File: src/spm_pkg.sv
// shared constants, modes and carriers of the strap and pin function mux
package spm_pkg;

  // --------
  // register map (byte addresses)
  // --------
  localparam int ADDR_W = 8;
  localparam logic [7:0] OFS_PRN_CTRL = 8'h00;   // printer control
  localparam logic [7:0] OFS_CFG3 = 8'h04;       // config_reg_three
  localparam logic [7:0] OFS_IR_CFG = 8'h08;     // ir_pin_config_reg
  localparam logic [7:0] OFS_IRQ_CTRL = 8'h0C;   // irq_control_reg
  localparam logic [7:0] OFS_MODE = 8'h10;       // active port mode
  localparam logic [7:0] OFS_STRAP = 8'h14;      // latched straps
  localparam logic [7:0] OFS_HS_A = 8'h18;       // handshake status a
  localparam logic [7:0] OFS_HS_B = 8'h1C;       // handshake status b
  localparam logic [7:0] OFS_MODEM_CTRL = 8'h20; // dtr / rts control

  // --------
  // field positions and reset values
  // --------
  localparam int BIT_DIR = 5;       // printer control direction bit
  localparam int BIT_BIDIR = 7;     // bidir_enable_bit in cfg 3
  localparam int BIT_IR_SEL = 0;    // uart b pins used for infrared
  localparam int BIT_IRQ_EN = 3;    // uart interrupt drive enable
  localparam int BIT_CTS = 4;       // handshake status fields
  localparam int BIT_DSR = 5;
  localparam int BIT_RI = 6;
  localparam int BIT_DCD = 7;
  localparam int BIT_DTR_A = 0;     // modem control fields
  localparam int BIT_RTS_A = 1;
  localparam int BIT_DTR_B = 2;
  localparam int BIT_RTS_B = 3;
  localparam logic [7:0] RST_MODEM_CTRL = 8'h0F;
  localparam logic [1:0] RESP_OKAY = 2'h0;
  localparam logic [1:0] RESP_SLVERR = 2'h2;

  // parallel port modes
  typedef enum logic [1:0] {
    SPM_PRINTER, SPM_EPP, SPM_ECP, SPM_ADAPTER
  } spm_mode_t;
  localparam spm_mode_t MODE_STRAP_HI = SPM_ECP;
  localparam spm_mode_t MODE_STRAP_LO = SPM_PRINTER;

  // pin levels coming from outside the clock domain
  typedef struct packed {
    logic mr;        // power_on_master_reset
    logic dir_force; // direction_force_in / ext_dma_ack_pin
    logic cts_a;
    logic cts_b;
    logic dsr_a;
    logic dsr_b;
    logic dcd_a;
    logic dcd_b;
    logic ri_a;
    logic ri_b;
    logic sin_b;     // uart_b_serial_in / ir_receive_in_one
    logic st_mode;   // port_mode_strap_hi on ext_dma_request_pin
    logic st_ua_hi;  // uart_a_serial_out pin
    logic st_ua_lo;  // uart_b_terminal_ready pin
    logic st_ub_hi;  // uart_b_serial_out pin
    logic st_ub_lo;  // uart_b_request_send pin
    logic st_prn_lo; // uart_a_terminal_ready pin
    logic st_prn_hi; // uart_a_request_send pin
  } spm_pins_t;
  // pull defaults; reset held asserted until the pin says otherwise
  localparam spm_pins_t PIN_RST = '{1'b1, 1'b1, 1'b1, 1'b1, 1'b1,
    1'b1, 1'b1, 1'b1, 1'b1, 1'b1, 1'b1, 1'b0, 1'b1, 1'b0, 1'b1,
    1'b0, 1'b0, 1'b1};

  // latched straps, laid out as read from the strap register
  typedef struct packed {
    logic mode_hi;
    logic [1:0] prn;
    logic [1:0] ub;
    logic [1:0] ua;
  } spm_strap_t;
  localparam spm_strap_t STRAP_RST = '{1'b0, 2'h1, 2'h2, 2'h2};

  // axi4-lite master to slave
  typedef struct packed {
    logic awvalid;
    logic [ADDR_W-1:0] awaddr;
    logic wvalid;
    logic [31:0] wdata;
    logic [3:0] wstrb;
    logic bready;
    logic arvalid;
    logic [ADDR_W-1:0] araddr;
    logic rready;
  } spm_axi_req_t;

  // axi4-lite slave to master
  typedef struct packed {
    logic awready;
    logic wready;
    logic bvalid;
    logic [1:0] bresp;
    logic arready;
    logic rvalid;
    logic [31:0] rdata;
    logic [1:0] rresp;
  } spm_axi_rsp_t;

  // whole state of the mux
  typedef struct packed {
    spm_pins_t s1;          // synchroniser stage 1
    spm_pins_t s2;          // stage 2
    spm_pins_t s3;          // stage 3
    spm_pins_t flt;         // agreed pin levels
    spm_strap_t strap;
    logic in_por;           // shared pins act as straps
    spm_mode_t mode;
    logic [7:0] prn_ctrl;
    logic [7:0] cfg3;
    logic [7:0] ir_cfg;
    logic [7:0] irq_ctrl;
    logic [7:0] modem_ctrl;
    logic prn_irq_d;        // previous printer request
    logic prn_out;
    logic prn_oe;
    logic par_oe;
    logic dack_adapter;
    logic dack_ecp;
    logic ua_tx;
    logic ub_tx;
    logic aw_full;
    logic [ADDR_W-1:0] aw_addr;
    logic w_full;
    logic [7:0] w_data;
    logic w_en;
    logic bvalid;
    logic [1:0] bresp;
    logic rvalid;
    logic [31:0] rdata;
    logic [1:0] rresp;
  } spm_state_t;

endpackage : spm_pkg

File: src/spm_mux.sv
// strap capture, pin function mux and register slave of the i/o controller
// Operation
// printer mode drives interrupt high on request
// epp/ecp interrupt pulses low then releases
// adapter dma request passes straight through
// ecp mode drives port dma request
// dma request pin straps port mode
// direction force low makes data outputs
// force high uses dir and bidir bits; printer mode only in this design, other modes keep outputs on
// adapter mode takes pin as acknowledge
// ecp mode takes pin as acknowledge
// cts level shown in status bit 4
// modem drives dsr low when ready
// modem drives dcd low on carrier
// modem drives ri low while ringing
// uart b input becomes infrared receive
// uart b output becomes infrared transmit
// two straps set uart a address
// two straps set uart b address
// two straps set printer port address
// dtr driven low after reset
// rts driven low after reset
// master reset is active high
// uart interrupt floats until enabled
// straps latched at reset end, then pins
// interrupt low pulse lasts one cycle
//
// The AXI4-Lite register port and the placing of the registers were left to the implementer.
module spm_mux (
  input wire logic aclk,
  input wire logic aresetn,
  input wire spm_pkg::spm_axi_req_t axi_req,
  output spm_pkg::spm_axi_rsp_t axi_rsp,
  input wire spm_pkg::spm_pins_t pin_in,
  input wire logic adapter_dma_request,
  input wire logic ecp_dma_request,
  input wire logic prn_irq_req,
  input wire logic uart_irq_req,
  input wire logic uart_a_tx,
  input wire logic uart_b_tx,
  input wire logic ir_tx_data,
  output logic ext_dma_request_pin,
  output logic ext_dma_request_pin_oe,
  output logic printer_interrupt_out,
  output logic printer_interrupt_out_oe,
  output logic uart_irq_out,
  output logic uart_irq_oe,
  output logic par_data_oe,
  output logic adapter_dma_ack,
  output logic ecp_dma_ack,
  output logic uart_a_serial_out,
  output logic uart_a_serial_out_oe,
  output logic uart_b_serial_out,
  output logic uart_b_serial_out_oe,
  output logic uart_a_terminal_ready,
  output logic uart_a_terminal_ready_oe,
  output logic uart_b_terminal_ready,
  output logic uart_b_terminal_ready_oe,
  output logic uart_a_request_send,
  output logic uart_a_request_send_oe,
  output logic uart_b_request_send,
  output logic uart_b_request_send_oe,
  output logic uart_b_rx,
  output logic ir_receive_in_one,
  output spm_pkg::spm_mode_t active_mode,
  output spm_pkg::spm_strap_t strap
);
  import spm_pkg::*;

  // --------
  // helpers
  // --------

  // true for every offset that holds a register
  function automatic logic is_mapped(input logic [ADDR_W-1:0] a);
    case (a)
      OFS_PRN_CTRL, OFS_CFG3, OFS_IR_CFG, OFS_IRQ_CTRL, OFS_MODE,
      OFS_STRAP, OFS_HS_A, OFS_HS_B, OFS_MODEM_CTRL: is_mapped = 1'b1;
      default: is_mapped = 1'b0;
    endcase
  endfunction : is_mapped

  // handshake status byte from agreed modem line levels
  function automatic logic [7:0] hs_byte(input logic cts,
    input logic dsr, input logic ri, input logic dcd);
    logic [7:0] b;
    b = 8'h00;
    b[BIT_CTS] = cts;
    b[BIT_DSR] = dsr;
    b[BIT_RI] = ri;
    b[BIT_DCD] = dcd;
    hs_byte = b;
  endfunction : hs_byte

  // --------
  // state
  // --------
  spm_state_t st;       // registered state
  spm_state_t next_st;  // next state
  logic [31:0] rd_word; // read mux result
  logic ir_sel;         // uart b pins in infrared role
  logic pulse_mode;     // epp or ecp interrupt style

  assign ir_sel = st.ir_cfg[BIT_IR_SEL];
  assign pulse_mode = (st.mode == SPM_EPP) || (st.mode == SPM_ECP);

  // read data selection
  always_comb begin
    rd_word = 32'h0000_0000;
    case (axi_req.araddr)
      OFS_PRN_CTRL: rd_word[7:0] = st.prn_ctrl;
      OFS_CFG3: rd_word[7:0] = st.cfg3;
      OFS_IR_CFG: rd_word[7:0] = st.ir_cfg;
      OFS_IRQ_CTRL: rd_word[7:0] = st.irq_ctrl;
      OFS_MODE: rd_word[1:0] = st.mode;
      OFS_STRAP: rd_word[6:0] = st.strap;
      // cts shown in bit 4
      OFS_HS_A: rd_word[7:0] = hs_byte(st.flt.cts_a, st.flt.dsr_a,
                                       st.flt.ri_a, st.flt.dcd_a);
      OFS_HS_B: rd_word[7:0] = hs_byte(st.flt.cts_b, st.flt.dsr_b,
                                       st.flt.ri_b, st.flt.dcd_b);
      OFS_MODEM_CTRL: rd_word[7:0] = st.modem_ctrl;
      default: rd_word = 32'h0000_0000;
    endcase
  end

  // --------
  // next state
  // --------
  always_comb begin
    next_st = st;

    // three-stage synchroniser; a level counts once stages 2 and 3 agree
    next_st.s1 = pin_in;
    next_st.s2 = st.s1;
    next_st.s3 = st.s2;
    next_st.flt = (st.flt & (st.s2 ^ st.s3)) | (st.s3 & ~(st.s2 ^ st.s3));

    // master reset held high keeps the strap phase
    if (st.flt.mr) begin
      next_st.in_por = 1'b1;
      // port mode strap
      next_st.strap.mode_hi = st.flt.st_mode;
      // uart a address straps
      next_st.strap.ua = {st.flt.st_ua_hi, st.flt.st_ua_lo};
      // uart b address straps
      next_st.strap.ub = {st.flt.st_ub_hi, st.flt.st_ub_lo};
      // printer address straps
      next_st.strap.prn = {st.flt.st_prn_hi, st.flt.st_prn_lo};
    end else if (st.in_por) begin
      // straps frozen, pins handed over, mode taken from strap
      next_st.in_por = 1'b0;
      next_st.mode = st.strap.mode_hi ? MODE_STRAP_HI : MODE_STRAP_LO;
    end

    // printer interrupt line
    next_st.prn_irq_d = prn_irq_req;
    if (st.mode == SPM_PRINTER) begin
      // level drive, high while requesting
      next_st.prn_out = prn_irq_req;
      next_st.prn_oe = 1'b1;
    end else if (pulse_mode) begin
      // low pulse on a new request, else released
      // pulse one cycle wide
      next_st.prn_out = 1'b0;
      next_st.prn_oe = prn_irq_req && !st.prn_irq_d;
    end else begin
      // adapter mode leaves the line to its pull-up
      next_st.prn_out = 1'b0;
      next_st.prn_oe = 1'b0;
    end

    // force low makes the data lines outputs
    // in printer mode force high follows dir and bidir bits; other modes keep outputs on
    next_st.par_oe = (st.mode != SPM_PRINTER) || !st.flt.dir_force ||
      !(st.prn_ctrl[BIT_DIR] && st.cfg3[BIT_BIDIR]);

    // adapter acknowledge, active low pin
    next_st.dack_adapter = (st.mode == SPM_ADAPTER) && !st.flt.dir_force;
    // ecp acknowledge, active low pin
    next_st.dack_ecp = (st.mode == SPM_ECP) && !st.flt.dir_force;

    // serial data toward the pins
    next_st.ua_tx = uart_a_tx;
    // infrared transmit takes the uart b output
    next_st.ub_tx = ir_sel ? ir_tx_data : uart_b_tx;

    // write address and data taken in either order
    if (axi_req.awvalid && !st.aw_full) begin
      next_st.aw_full = 1'b1;
      next_st.aw_addr = axi_req.awaddr;
    end
    if (axi_req.wvalid && !st.w_full) begin
      next_st.w_full = 1'b1;
      next_st.w_data = axi_req.wdata[7:0];
      next_st.w_en = axi_req.wstrb[0];
    end
    // write response leaves once taken
    if (st.bvalid && axi_req.bready) begin
      next_st.bvalid = 1'b0;
    end
    // both halves held: perform the write
    if (st.aw_full && st.w_full && !st.bvalid) begin
      next_st.aw_full = 1'b0;
      next_st.w_full = 1'b0;
      next_st.bvalid = 1'b1;
      next_st.bresp = is_mapped(st.aw_addr) ? RESP_OKAY : RESP_SLVERR;
      if (st.w_en) begin
        case (st.aw_addr)
          OFS_PRN_CTRL: next_st.prn_ctrl = st.w_data;
          OFS_CFG3: next_st.cfg3 = st.w_data;
          OFS_IR_CFG: next_st.ir_cfg = st.w_data;
          OFS_IRQ_CTRL: next_st.irq_ctrl = st.w_data;
          OFS_MODE: next_st.mode = spm_mode_t'(st.w_data[1:0]);
          OFS_MODEM_CTRL: next_st.modem_ctrl = st.w_data;
          default: next_st.bresp = next_st.bresp;
        endcase
      end
    end

    // read: answer one cycle after the address is taken
    if (st.rvalid && axi_req.rready) begin
      next_st.rvalid = 1'b0;
    end
    if (axi_req.arvalid && !st.rvalid) begin
      next_st.rvalid = 1'b1;
      next_st.rdata = rd_word;
      next_st.rresp = is_mapped(axi_req.araddr) ? RESP_OKAY : RESP_SLVERR;
    end

    // synchronous bus reset loads constants only
    if (!aresetn) begin
      next_st = '0;
      next_st.s1 = PIN_RST;
      next_st.s2 = PIN_RST;
      next_st.s3 = PIN_RST;
      next_st.flt = PIN_RST;
      next_st.strap = STRAP_RST;
      next_st.in_por = 1'b1;
      next_st.mode = MODE_STRAP_LO;
      // dtr asserted once reset ends
      // rts asserted once reset ends
      next_st.modem_ctrl = RST_MODEM_CTRL;
    end
  end

  // register the whole state
  always_ff @(posedge aclk) begin
    st <= next_st;
  end

  // --------
  // bus answers
  // --------
  always_comb begin
    axi_rsp.awready = !st.aw_full;
    axi_rsp.wready = !st.w_full;
    axi_rsp.bvalid = st.bvalid;
    axi_rsp.bresp = st.bresp;
    axi_rsp.arready = !st.rvalid;
    axi_rsp.rvalid = st.rvalid;
    axi_rsp.rdata = st.rdata;
    axi_rsp.rresp = st.rresp;
  end

  // --------
  // pins
  // --------

  // adapter request passes unlatched
  // ecp request otherwise; floats in strap phase for R5
  assign ext_dma_request_pin = (st.mode == SPM_ADAPTER) ?
    adapter_dma_request : ecp_dma_request;
  assign ext_dma_request_pin_oe = !st.in_por &&
    ((st.mode == SPM_ADAPTER) || (st.mode == SPM_ECP));

  // printer interrupt from flops
  assign printer_interrupt_out = st.prn_out;
  assign printer_interrupt_out_oe = st.prn_oe;

  // uart interrupt floats until enabled
  assign uart_irq_out = uart_irq_req;
  assign uart_irq_oe = !st.in_por && st.irq_ctrl[BIT_IRQ_EN];

  // parallel direction and acknowledges
  assign par_data_oe = st.par_oe;
  assign adapter_dma_ack = st.dack_adapter;
  assign ecp_dma_ack = st.dack_ecp;

  // shared strap pins driven only after the strap phase
  assign uart_a_serial_out = st.ua_tx;
  assign uart_a_serial_out_oe = !st.in_por;
  assign uart_b_serial_out = st.ub_tx;
  assign uart_b_serial_out_oe = !st.in_por;
  // dtr low while asserted
  assign uart_a_terminal_ready = !st.modem_ctrl[BIT_DTR_A];
  assign uart_a_terminal_ready_oe = !st.in_por;
  assign uart_b_terminal_ready = !st.modem_ctrl[BIT_DTR_B];
  assign uart_b_terminal_ready_oe = !st.in_por;
  // rts low while asserted
  assign uart_a_request_send = !st.modem_ctrl[BIT_RTS_A];
  assign uart_a_request_send_oe = !st.in_por;
  assign uart_b_request_send = !st.modem_ctrl[BIT_RTS_B];
  assign uart_b_request_send_oe = !st.in_por;

  // uart b input routed to infrared receive; idle levels otherwise
  assign uart_b_rx = ir_sel ? 1'b1 : st.flt.sin_b;
  assign ir_receive_in_one = ir_sel ? st.flt.sin_b : 1'b0;

  // strap results and mode for decoders elsewhere
  assign active_mode = st.mode;
  assign strap = st.strap;

endmodule : spm_mux

File: config.mk
export PLATFORM = sky130hd
export DESIGN_NAME = spm_mux
export DESIGN_NICKNAME = d
export VERILOG_FILES = /design/src/spm_pkg.sv /design/src/spm_mux.sv
export SDC_FILE = /design/constraint.sdc
export NUM_CORES = 1
export LEC_CHECK = 0
export BUFFER_PORTS_ARGS = -buffer_cell sky130_fd_sc_hd__buf_4
export CAP_MARGIN = 30
export CORE_UTILIZATION = 48
export DETAILED_ROUTE_END_ITERATION = 16
export PLACE_DENSITY = 0.84
export SYNTH_ARGS = -nofsm -noshare
export SYNTH_HDL_FRONTEND = slang
export SYNTH_SLANG_ARGS = --single-unit
export TNS_END_PERCENT = 100
File: constraint.sdc
create_clock -name aclk -period 1.8 [get_ports aclk]
set_clock_uncertainty 0.15 [all_clocks]
set_input_delay 0.09 -clock aclk [delete_from_list [all_inputs] [get_ports aclk]]
set_output_delay 0.09 -clock aclk [all_outputs]
set_load 0.01 [all_outputs]
==> results of run 1 <==
layout by cell type (no fill, tap or decap), drive strengths merged, types with 5 or more instances in the layout:
master and instances:
dfxtp 161, buf 124, mux2i 68, nand2 63, nor2 63, dlygate4sd3 50, nand2b 48, a21oi 35
o21ai 30, conb 26, clkbuf 20, inv 17, and2 16, nand3b 7, nor2b 5, a211oi 5
bufinv 5, nand4 5, nor4 5
power groups by stage:
stage,Sequential [mW],Combinational (mW),Clock [mW]
after floorplan,3.78,0.355,0
after global placement,3.80,0.497,0
final,3.73,0.608,3.94
after CTS,3.73,0.593,3.99
after global routing,3.74,0.659,4.15
after detailed placement,3.81,0.505,0
final cells by class:
cell class	count	area (um^2)
timing repair buffer	174	1470
clock inverter	12	206
multi-input combinational	436	2770
clock buffer	20	457
sequential	161	3230
tap	176	220
fill	1001	4780
inverter	17	63.8
final timing paths:
kind,slack [ns],start,cells after the start,to
max reg2reg,0.07,st[53],5,st[69]
min,0.03,uart_irq_req,0,uart_irq_out
min reg2reg,0.26,st[181],1,st[163]
max,0.06,axi_req[4],6,axi_rsp[3]
synth_stat cells (2+ instances only):
library cell    n  share of area (%)
a211oi_1        5               0.58
a21oi_1        35                2.7
a22oi_1         3               0.35
a31oi_1         3               0.29
a32oi_1         3               0.41
and2_1         16                1.5
buf_1           4               0.23
buf_2           8               0.62
buf_4          54                6.3
clkbuf_1       23                1.3
dfxtp_1       161                 50
ha_1            3               0.58
inv_1          16               0.93
mux2_2          2               0.35
mux2i_1        68                 11
mux4_2          4                1.4
nand2_1        63                3.7
nand2b_1       48                4.6
nand3_1         3               0.23
nand3b_1        7               0.81
nand4_2         4               0.77
nor2_1         63                3.7
nor2b_1         5               0.48
nor3_1          3               0.23
nor3b_1         3               0.35
nor4_1          4               0.39
nor4b_1         3               0.41
o211ai_1        2               0.23
o21ai_0        30                2.3
o21bai_1        2               0.23
o22ai_1         4               0.39
o32ai_1         2               0.27
or2_2           2               0.19
or3_1           2               0.19
or4_1           2               0.23
layer usage:
layer | GRT usage, % | wire length [um] | vias to the layer above
met3 | 5.12 | 988 | 42
met2 | 36.4 | 7080 | 177
met4 | 11.1 | 492 | 0
met1 | 26.1 | 6230 | 2339
li1 | - | - | 2473
met5 | 0 | 0 | -
kinds of logic after synthesis:
| kind of cell | count (synthesis) | share of synthesized area [%] |
|---|---|---|
| multiplexers | 74 | 12.2 |
| flip-flops | 161 | 49.7 |
| buffers and inverters | 106 | 9.42 |
| AND/OR/NAND/NOR | 237 | 19.3 |
| AO/OA/AOI/OAI | 96 | 8.69 |
| adder cells (fa/ha/maj) | 3 | 0.579 |
| other | 1 | 0.0579 |
repair_timing:
item / CTS / global route
hold endpoints to repair: 49 / 0
setup endpoints to repair: 1 / 12
hold buffers: 50 / 0
resized for setup: 2 / 8
per-stage QoR:
step                      cell area (um^2)  utilization [%]  setup slack, ns   TNS, ns  hold WS [ns]
after floorplan                       6570                -           0.0712         0        0.0415
after global placement                7210             54.7            0.109         0        0.0301
after detailed placement              7210             54.7           0.0781         0        0.0301
after CTS                             8380             63.5           0.0280         0        0.0301
after global routing                  8410             63.8         -0.00312  -0.00516        0.0301
final                                 8410             63.8           0.0610         0        0.0301
worst max-delay path: cells and delay by family:
kind / cells / cell delay, ns
buf+inv: 2 / 0.72
simple gates: 2 / 0.83
compound gates: 2 / 0.28
==> results.py, run 1 <==
metrics = {
    "run_status": {
        "status": "finished, final reports clean",
    },
    "grt": {
        "grt_max_degree": 72,
        "antenna_found_initial": 0,
        "grt_first_pass_wirelength_mm": 23.8,
        "grt_pass1_vias": 4936,
        "grtUsageTotal_pct": 21.8,
        "overflow": 0,
    },
    "yosys": {
        "synth_cells": 678,
        "postSynth.asyncResetShare_pct": 0,
        "synth_area_mm2": 0.00648,
        "synthFlopType": "dfxtp_1",
        "synth_edf_count": 0,
        "yosysWarnings": 0,
        "synth.avg_cell_area_um2": 9.56,
        "ys_seq_area_share_pct": 49.7,
        "synth-seq-cells": 161,
        "synth_cell_types": 53,
    },
    "cells_and_area": {
        "antennaDiodeCount": 0,
        "area_growth_pct": 29.9,
        "final_cells": 996,
        "drive_above_1_share_pct": 22.1,
        "nNetsFinal": 894,
    },
    "floorplan": {
        "coreArea_mm2": 0.0132,
        "initial_core_util_pct": 49.1,
        "dieArea_mm2": 0.0140,
        "fp.dieH_um": 118,
        "ios": 157,
        "std_cell_rows": 42,
        "dieWidth_um": 118,
    },
    "clock_tree": {
        "cts_tree": "built",
        "cts_root_buffer": "clkbuf_16",
        "clk_pin_slew_worst_paths_ns": 0.06,
        "cts_buffers": 17,
        "cts.htree.levels": 4,
        "clock_sinks": 161,
        "post_cts_buffers": 0,
        "clock_latency_ns": 0.42,
        "cts.path.max_buffers": 2,
    },
    "timing": {
        "slew_headroom_pct": 58.7,
        "drv_slew": 0,
        "finalHoldViolations": 0,
        "fmax_mhz": 575,
        "fin_crit_sh_pct": 96.6,
        "finalSetupViolations": 0,
        "period_needed_ns": 1.74,
        "tightest_slew_ns": 0.620,
    },
    "setup_path": {
        "cp-end-kind": "flop",
        "cp_data_arrival_time_ns": 1.92,
        "cpPeakStageDelay_ns": 0.58,
        "path_max_fanout": 12,
        "path_class": "input pin to flop",
        "slowest_stage": "or4_4",
        "required_ns": 1.98,
        "start_kind": "input pin",
        "cp_cell_sequence": "dlygate4sd3_1, buf_4, or4_4, nor4_1, a211oi_1, o21ai_0",
    },
    "route": {
        "firstDrtPassIters": 4,
        "viasPerCell": 5.05,
        "ant_nets": 0,
        "routedWlPerCell_um": 14.8,
        "drt_wl_total_mm": 14.8,
        "drcViolationCount": 0,
        "vias": 5031,
        "drt-initial-drc-count": 367,
    },
    "power_and_ir_drop": {
        "clock_power_share_pct": 47.6,
        "peakVddDrop_mv": 0.575,
        "p_sw_share_pct": 21.4,
        "combPwrFrac_pct": 7.3,
        "p_int_mw": 6.51,
        "p_sw_mw": 1.77,
        "p_per_area_mw_per_mm2": 985,
        "p_leak_nw": 3.61,
        "seq_power_share_pct": 45.0,
        "finalPower_mw": 8.28,
    },
    "placement": {
        "place.gp.congestion": 0.875,
        "placedCellCount": 914,
        "io_buffers": 101,
        "hpwl_mm": 9.29,
    },
    "worst_hold_path": {
        "hold_path.class": "input pin to primary output",
    },
    "job": {
        "maxCapViolations": 0,
    },
}
(Power assumes the default switching activity.)
==> inputs of run 2 (changes only) <==
--- a/config.mk
+++ b/config.mk
@@ -9,7 +9,8 @@
 export CAP_MARGIN = 30
 export CORE_UTILIZATION = 48
 export DETAILED_ROUTE_END_ITERATION = 16
-export PLACE_DENSITY = 0.84
+export GPL_TIMING_DRIVEN = 1
+export PLACE_DENSITY = 0.76
 export SYNTH_ARGS = -nofsm -noshare
 export SYNTH_HDL_FRONTEND = slang
 export SYNTH_SLANG_ARGS = --single-unit
==> results.py, run 2 (synthesis gave the netlist of run 1 again) <==
metrics = {
    "run_status": {
        "status": "complete, but fails checks",
        "violations": "setup timing",
    },
    "cells_and_area": {
        "regArea_mm2": 0.00323,
        "final_cells": 1007,
        "drive_above_1_share_pct": 21.3,
        "layout_commonest_cell": "dfxtp_1",
        "nNetsFinal": 905,
        "antennaDiodeCount": 0,
        "area_growth_pct": 31.3,
        "final_cell_mix": "dfxtp_1 (159), buf_4 (120), mux2i_1 (67)",
        "final_util_pct": 64.5,
        "final_area_mm2": 0.00851,
        "fillers": 1040,
        "multi_input_area_mm2": 0.00278,
    },
    "power_and_ir_drop": {
        "clock_power_share_pct": 46.9,
        "p_sw_mw": 1.75,
        "combPwrFrac_pct": 7.7,
        "finalPower_mw": 8.23,
        "peakVddDrop_mv": 0.639,
        "p_leak_nw": 3.63,
        "p_per_area_mw_per_mm2": 967,
        "seq_power_share_pct": 45.4,
        "p_int_mw": 6.48,
        "p_sw_share_pct": 21.3,
    },
    "placement": {
        "post-place-ws_ns": 0.0257,
        "placedCellCount": 912,
        "place.gp.congestion": 0.938,
        "placed_area_mm2": 0.00720,
        "io_buffers": 101,
        "hpwl_mm": 9.56,
    },
    "setup_path": {
        "required_ns": 1.99,
        "startpoint": "st[55]",
        "start_kind": "flop",
        "cp-end-kind": "flop",
        "rr_startpoint": "st[55]",
        "cp_cell_sequence": "nor4_4, nand4_2, nor3b_1, buf_4, mux2i_1",
        "worstReg2RegEnd": "st[94]",
        "path_class": "flop to flop",
        "cpPeakStageDelay_ns": 0.34,
        "path_max_fanout": 8,
        "rrSetupSlack_ns": -0.06,
        "slowest_stage": "dfxtp_1",
        "cp_data_arrival_time_ns": 2.05,
        "reg2regPathDepth": 5,
        "crit_end": "st[94]",
    },
    "job": {
        "maxCapViolations": 0,
    },
    "grt": {
        "grt_first_pass_wirelength_mm": 23.9,
        "antenna_found_initial": 0,
        "grtUsageTotal_pct": 21.9,
        "grt_pass1_vias": 5014,
        "grt_max_degree": 76,
        "overflow": 0,
    },
    "clock_tree": {
        "cts_root_buffer": "clkbuf_16",
        "clock_sinks": 161,
        "cts.path.max_buffers": 2,
        "cts_tree": "built",
        "clk_pin_slew_worst_paths_ns": 0.06,
        "clock_latency_ns": 0.42,
        "cts.htree.levels": 4,
        "cts_buffers": 17,
    },
    "timing": {
        "drv_slew": 0,
        "fmax_mhz": 538,
        "period_needed_ns": 1.86,
        "slew_headroom_pct": 59.4,
        "finalHoldViolations": 0,
        "finalSetupViolations": 8,
        "grt_setup_unrepaired": "yes",
        "layout_setup_ws_ns": -0.0583,
        "tightest_slew_ns": 0.610,
        "setup_tns_ns": -0.120,
        "hold_ws_ns": 0.0301,
        "fin_crit_sh_pct": 103,
    },
    "route": {
        "routedWlPerCell_um": 14.9,
        "firstDrtPassIters": 4,
        "ant_nets": 0,
        "vias": 5160,
        "top_layer": "met4",
        "met3_length_um": 694,
        "drt-initial-drc-count": 363,
        "viasPerCell": 5.12,
        "drt_wl_total_mm": 15.0,
        "met2WireLength_mm": 7.55,
        "m1WireLength_mm": 6.24,
        "drcViolationCount": 0,
    },
    "floorplan": {
        "dieArea_mm2": 0.0140,
        "initial_core_util_pct": 49.1,
        "fp.dieH_um": 118,
        "std_cell_rows": 42,
        "ios": 157,
        "dieWidth_um": 118,
        "coreArea_mm2": 0.0132,
    },
    "worst_hold_path": {
        "hold_path.class": "input pin to primary output",
    },
}
==> run 2: cell count changes in the layout (fill, tap and decap cells not counted), moves of 2 or more <==
cell / delta
dlygate4sd3_1: +12
nor4b_1: -2
clkinv_4: -3
clkinvlp_4: -2
clkbuf_1: +2
nor4b_2: +2
clkinv_2: +4
==> run 2: final cells by class <==
| class | count | share of cell area [%] |
|---|---|---|
| tap | 176 | 2.59 |
| multi-input combinational | 436 | 32.6 |
| clock inverter | 11 | 2.18 |
| sequential | 161 | 38.0 |
| timing repair buffer | 185 | 18.6 |
| inverter | 17 | 0.750 |
| clock buffer | 21 | 5.30 |
==> run 2: what timing repair did <==
item	in CTS	in global routing
endpoints found under the hold margin	82	1
endpoints found under the setup margin	1	18
hold buffers	60	3
setup buffers	0	1
resized for setup	3	8
pin swaps	0	2
==> run 2: power groups by stage <==
stage | Sequential [mW] | Clock, mW | Combinational (mW)
finish | 3.73 | 3.86 | 0.634
global route | 3.74 | 4.07 | 0.684
CTS | 3.73 | 3.90 | 0.612
detailed placement | 3.81 | 0 | 0.509
global placement | 3.80 | 0 | 0.494
floorplan | 3.78 | 0 | 0.355
==> run 2: worst max-delay path: cells and delay by family (launching register included) <==
family        cells  cell delay (ns)
simple gates      3             0.79
flops             1             0.34
buf+inv           1             0.27
mux               1             0.23
==> run 2: worst min-delay path by stage <==
stage / end / cells after the start / slack, ns / from
floorplan: st[169] / 1 / 0.04 / pin_in[0]
global placement: uart_irq_out / 0 / 0.03 / uart_irq_req
detailed placement: uart_irq_out / 0 / 0.03 / uart_irq_req
CTS: uart_irq_out / 0 / 0.03 / uart_irq_req
global route: uart_irq_out / 0 / 0.03 / uart_irq_req
finish: uart_irq_out / 0 / 0.03 / uart_irq_req
==> run 2: per-layer routing <==
metal / up-vias / global-route usage, %
met1: 2443 / 24.9
met3: 44 / 4.92
li1: 2495 / -
met2: 178 / 38.0
met5: - / 0
met4: 0 / 11.8
==> inputs of run 3 (changes only) <==
==> constraint.sdc (replaced) <==
create_clock -name aclk -period 1.8 [get_ports aclk]
set_clock_uncertainty 0.15 [all_clocks]
set_input_delay 0.09 -clock aclk [delete_from_list [all_inputs] [get_ports aclk]]
set_output_delay 0.09 -clock aclk [all_outputs]
set_load 0.05 [all_outputs]
==> results.py, run 3 (synthesis gave the netlist of run 1 again) <==
metrics = {
    "run_status": {
        "status": "finished, final reports clean",
    },
    "floorplan": {
        "dieArea_mm2": 0.0140,
        "dieWidth_um": 118,
        "initial_core_util_pct": 49.1,
        "std_cell_rows": 42,
        "ios": 157,
        "fp.dieH_um": 118,
        "coreArea_mm2": 0.0132,
    },
    "clock_tree": {
        "post_cts_buffers": 0,
        "cts_tree": "built",
        "cts_root_buffer": "clkbuf_16",
        "clock_latency_ns": 0.41,
        "cts.htree.levels": 4,
        "cts.path.max_buffers": 2,
        "clock_sinks": 161,
        "cts_buffers": 17,
        "clk_pin_slew_worst_paths_ns": 0.06,
    },
    "route": {
        "drcViolationCount": 0,
        "vias": 5143,
        "drt_wl_total_mm": 14.7,
        "ant_nets": 0,
        "viasPerCell": 5.13,
        "routedWlPerCell_um": 14.7,
        "drt-initial-drc-count": 395,
        "firstDrtPassIters": 5,
    },
    "setup_path": {
        "path_max_fanout": 9,
        "rrSetupSlack_ns": 0.005,
        "path_class": "flop to flop",
        "cp_data_arrival_time_ns": 1.93,
        "start_kind": "flop",
        "worstReg2RegEnd": "st[67]",
        "cp-end-kind": "flop",
        "startpoint": "st[53]",
        "rr_startpoint": "st[53]",
        "crit_end": "st[67]",
        "reg2regPathDepth": 5,
        "required_ns": 1.93,
    },
    "timing": {
        "fmax_mhz": 557,
        "tightest_slew_ns": 0.618,
        "slew_headroom_pct": 58.8,
        "drv_slew": 0,
        "setup_tns_ns": 0,
        "grt_setup_unrepaired": "yes",
        "fin_crit_sh_pct": 99.7,
        "finalSetupViolations": 0,
        "finalHoldViolations": 0,
        "period_needed_ns": 1.79,
        "layout_setup_ws_ns": 0.00512,
    },
    "grt": {
        "grtUsageTotal_pct": 21.6,
        "grt_first_pass_wirelength_mm": 23.9,
        "antenna_found_initial": 0,
        "grt_max_degree": 76,
        "grt_pass1_vias": 5135,
        "overflow": 0,
    },
    "worst_hold_path": {
        "hold_path.class": "input pin to flop",
    },
    "power_and_ir_drop": {
        "p_leak_nw": 3.60,
        "peakVddDrop_mv": 0.515,
        "p_per_area_mw_per_mm2": 959,
    },
    "cells_and_area": {
        "layout_commonest_cell": "dfxtp_1",
        "final_util_pct": 63.8,
        "drive_above_1_share_pct": 20.7,
        "final_area_mm2": 0.00842,
        "nNetsFinal": 901,
        "area_growth_pct": 30.0,
        "final_cell_mix": "dfxtp_1 (160), buf_4 (118), mux2i_1 (68)",
        "antennaDiodeCount": 0,
    },
    "placement": {
        "place.gp.congestion": 0.917,
        "post-place-ws_ns": -0.00104,
        "placed_area_mm2": 0.00720,
        "hpwl_mm": 9.59,
        "io_buffers": 101,
    },
    "job": {
        "maxCapViolations": 0,
    },
}
-- run 3: changes by cell type in the layout (fill, tap and decap cells not counted), sizes merged --
cell,previous run,this run
buf,123,122
clkinv,4,3
clkbuf,21,25
dlygate4sd3,62,59
bufinv,5,3
clkinvlp,2,0
-- run 3: how the worst min path moves through the flow --
stage                       from      endpoint  slack [ns]  cells past startpoint
finish                axi_req[7]    axi_rsp[3]        0.03                      4
global route        uart_irq_req  uart_irq_out        0.03                      0
CTS                   axi_req[7]    axi_rsp[3]       0.006                      4
detailed placement  uart_irq_req  uart_irq_out        0.03                      0
global placement    uart_irq_req  uart_irq_out        0.03                      0
floorplan              pin_in[0]       st[169]        0.04                      1
-- run 3: per-layer routing --
layer / up-vias / track usage (%) / wire length (um)
li1: 2483 / - / -
met2: 177 / 38.2 / 7460
met4: 0 / 8.73 / 316
met3: 29 / 5.89 / 837
met5: - / 0 / 0
met1: 2454 / 24.6 / 6130
-- run 3: where the power goes --
part | internal, mW | total, mW | leakage [nW] | switching [mW]
Combinational | 0.328 | 0.792 | 2.00 | 0.464
Clock | 2.24 | 3.55 | 0.285 | 1.31
Sequential | 3.66 | 3.73 | 1.32 | 0.0710
Total | 6.23 | 8.07 | 3.60 | 1.84
-- run 3: through the flow --
| step | cells | hold WS [ns] | power [mW] |
|---|---|---|---|
| 6_report | 1002 | 0.0270 | 8.07 |
| 5_1_grt | 1002 | 0.0303 | 8.32 |
| 4_1_cts | 1002 | 0.00606 | 8.10 |
| 3_5_place_dp | 912 | 0.0304 | 4.48 |
| 3_3_place_gp | 912 | 0.0304 | 4.46 |
| 2_1_floorplan | 703 | 0.0415 | 4.31 |
-- run 3: layout make-up --
class,instances,area (um^2)
Clock buffer,25,475
Clock inverter,6,105
Fill cell,1051,4770
Inverter,17,63.8
Multi-Input combinational cell,436,2780
Sequential cell,161,3230
Tap cell,176,220
Timing Repair Buffer,181,1550
-- run 3: timing repair --
item	in CTS	in global routing
endpoints found under the hold margin	78	0
resized for setup	4	7
setup endpoints to repair	2	17
pin swaps	0	0
cloned	0	0
hold buffers	59	0
-- run 3: worst max-delay path: stages (launching register included) --
cell	delay, ns
dfxtp_1	0.44
nor4b_1	0.40
nand4_2	0.15
buf_4	0.22
mux2i_1	0.22
nand2_1	0.09
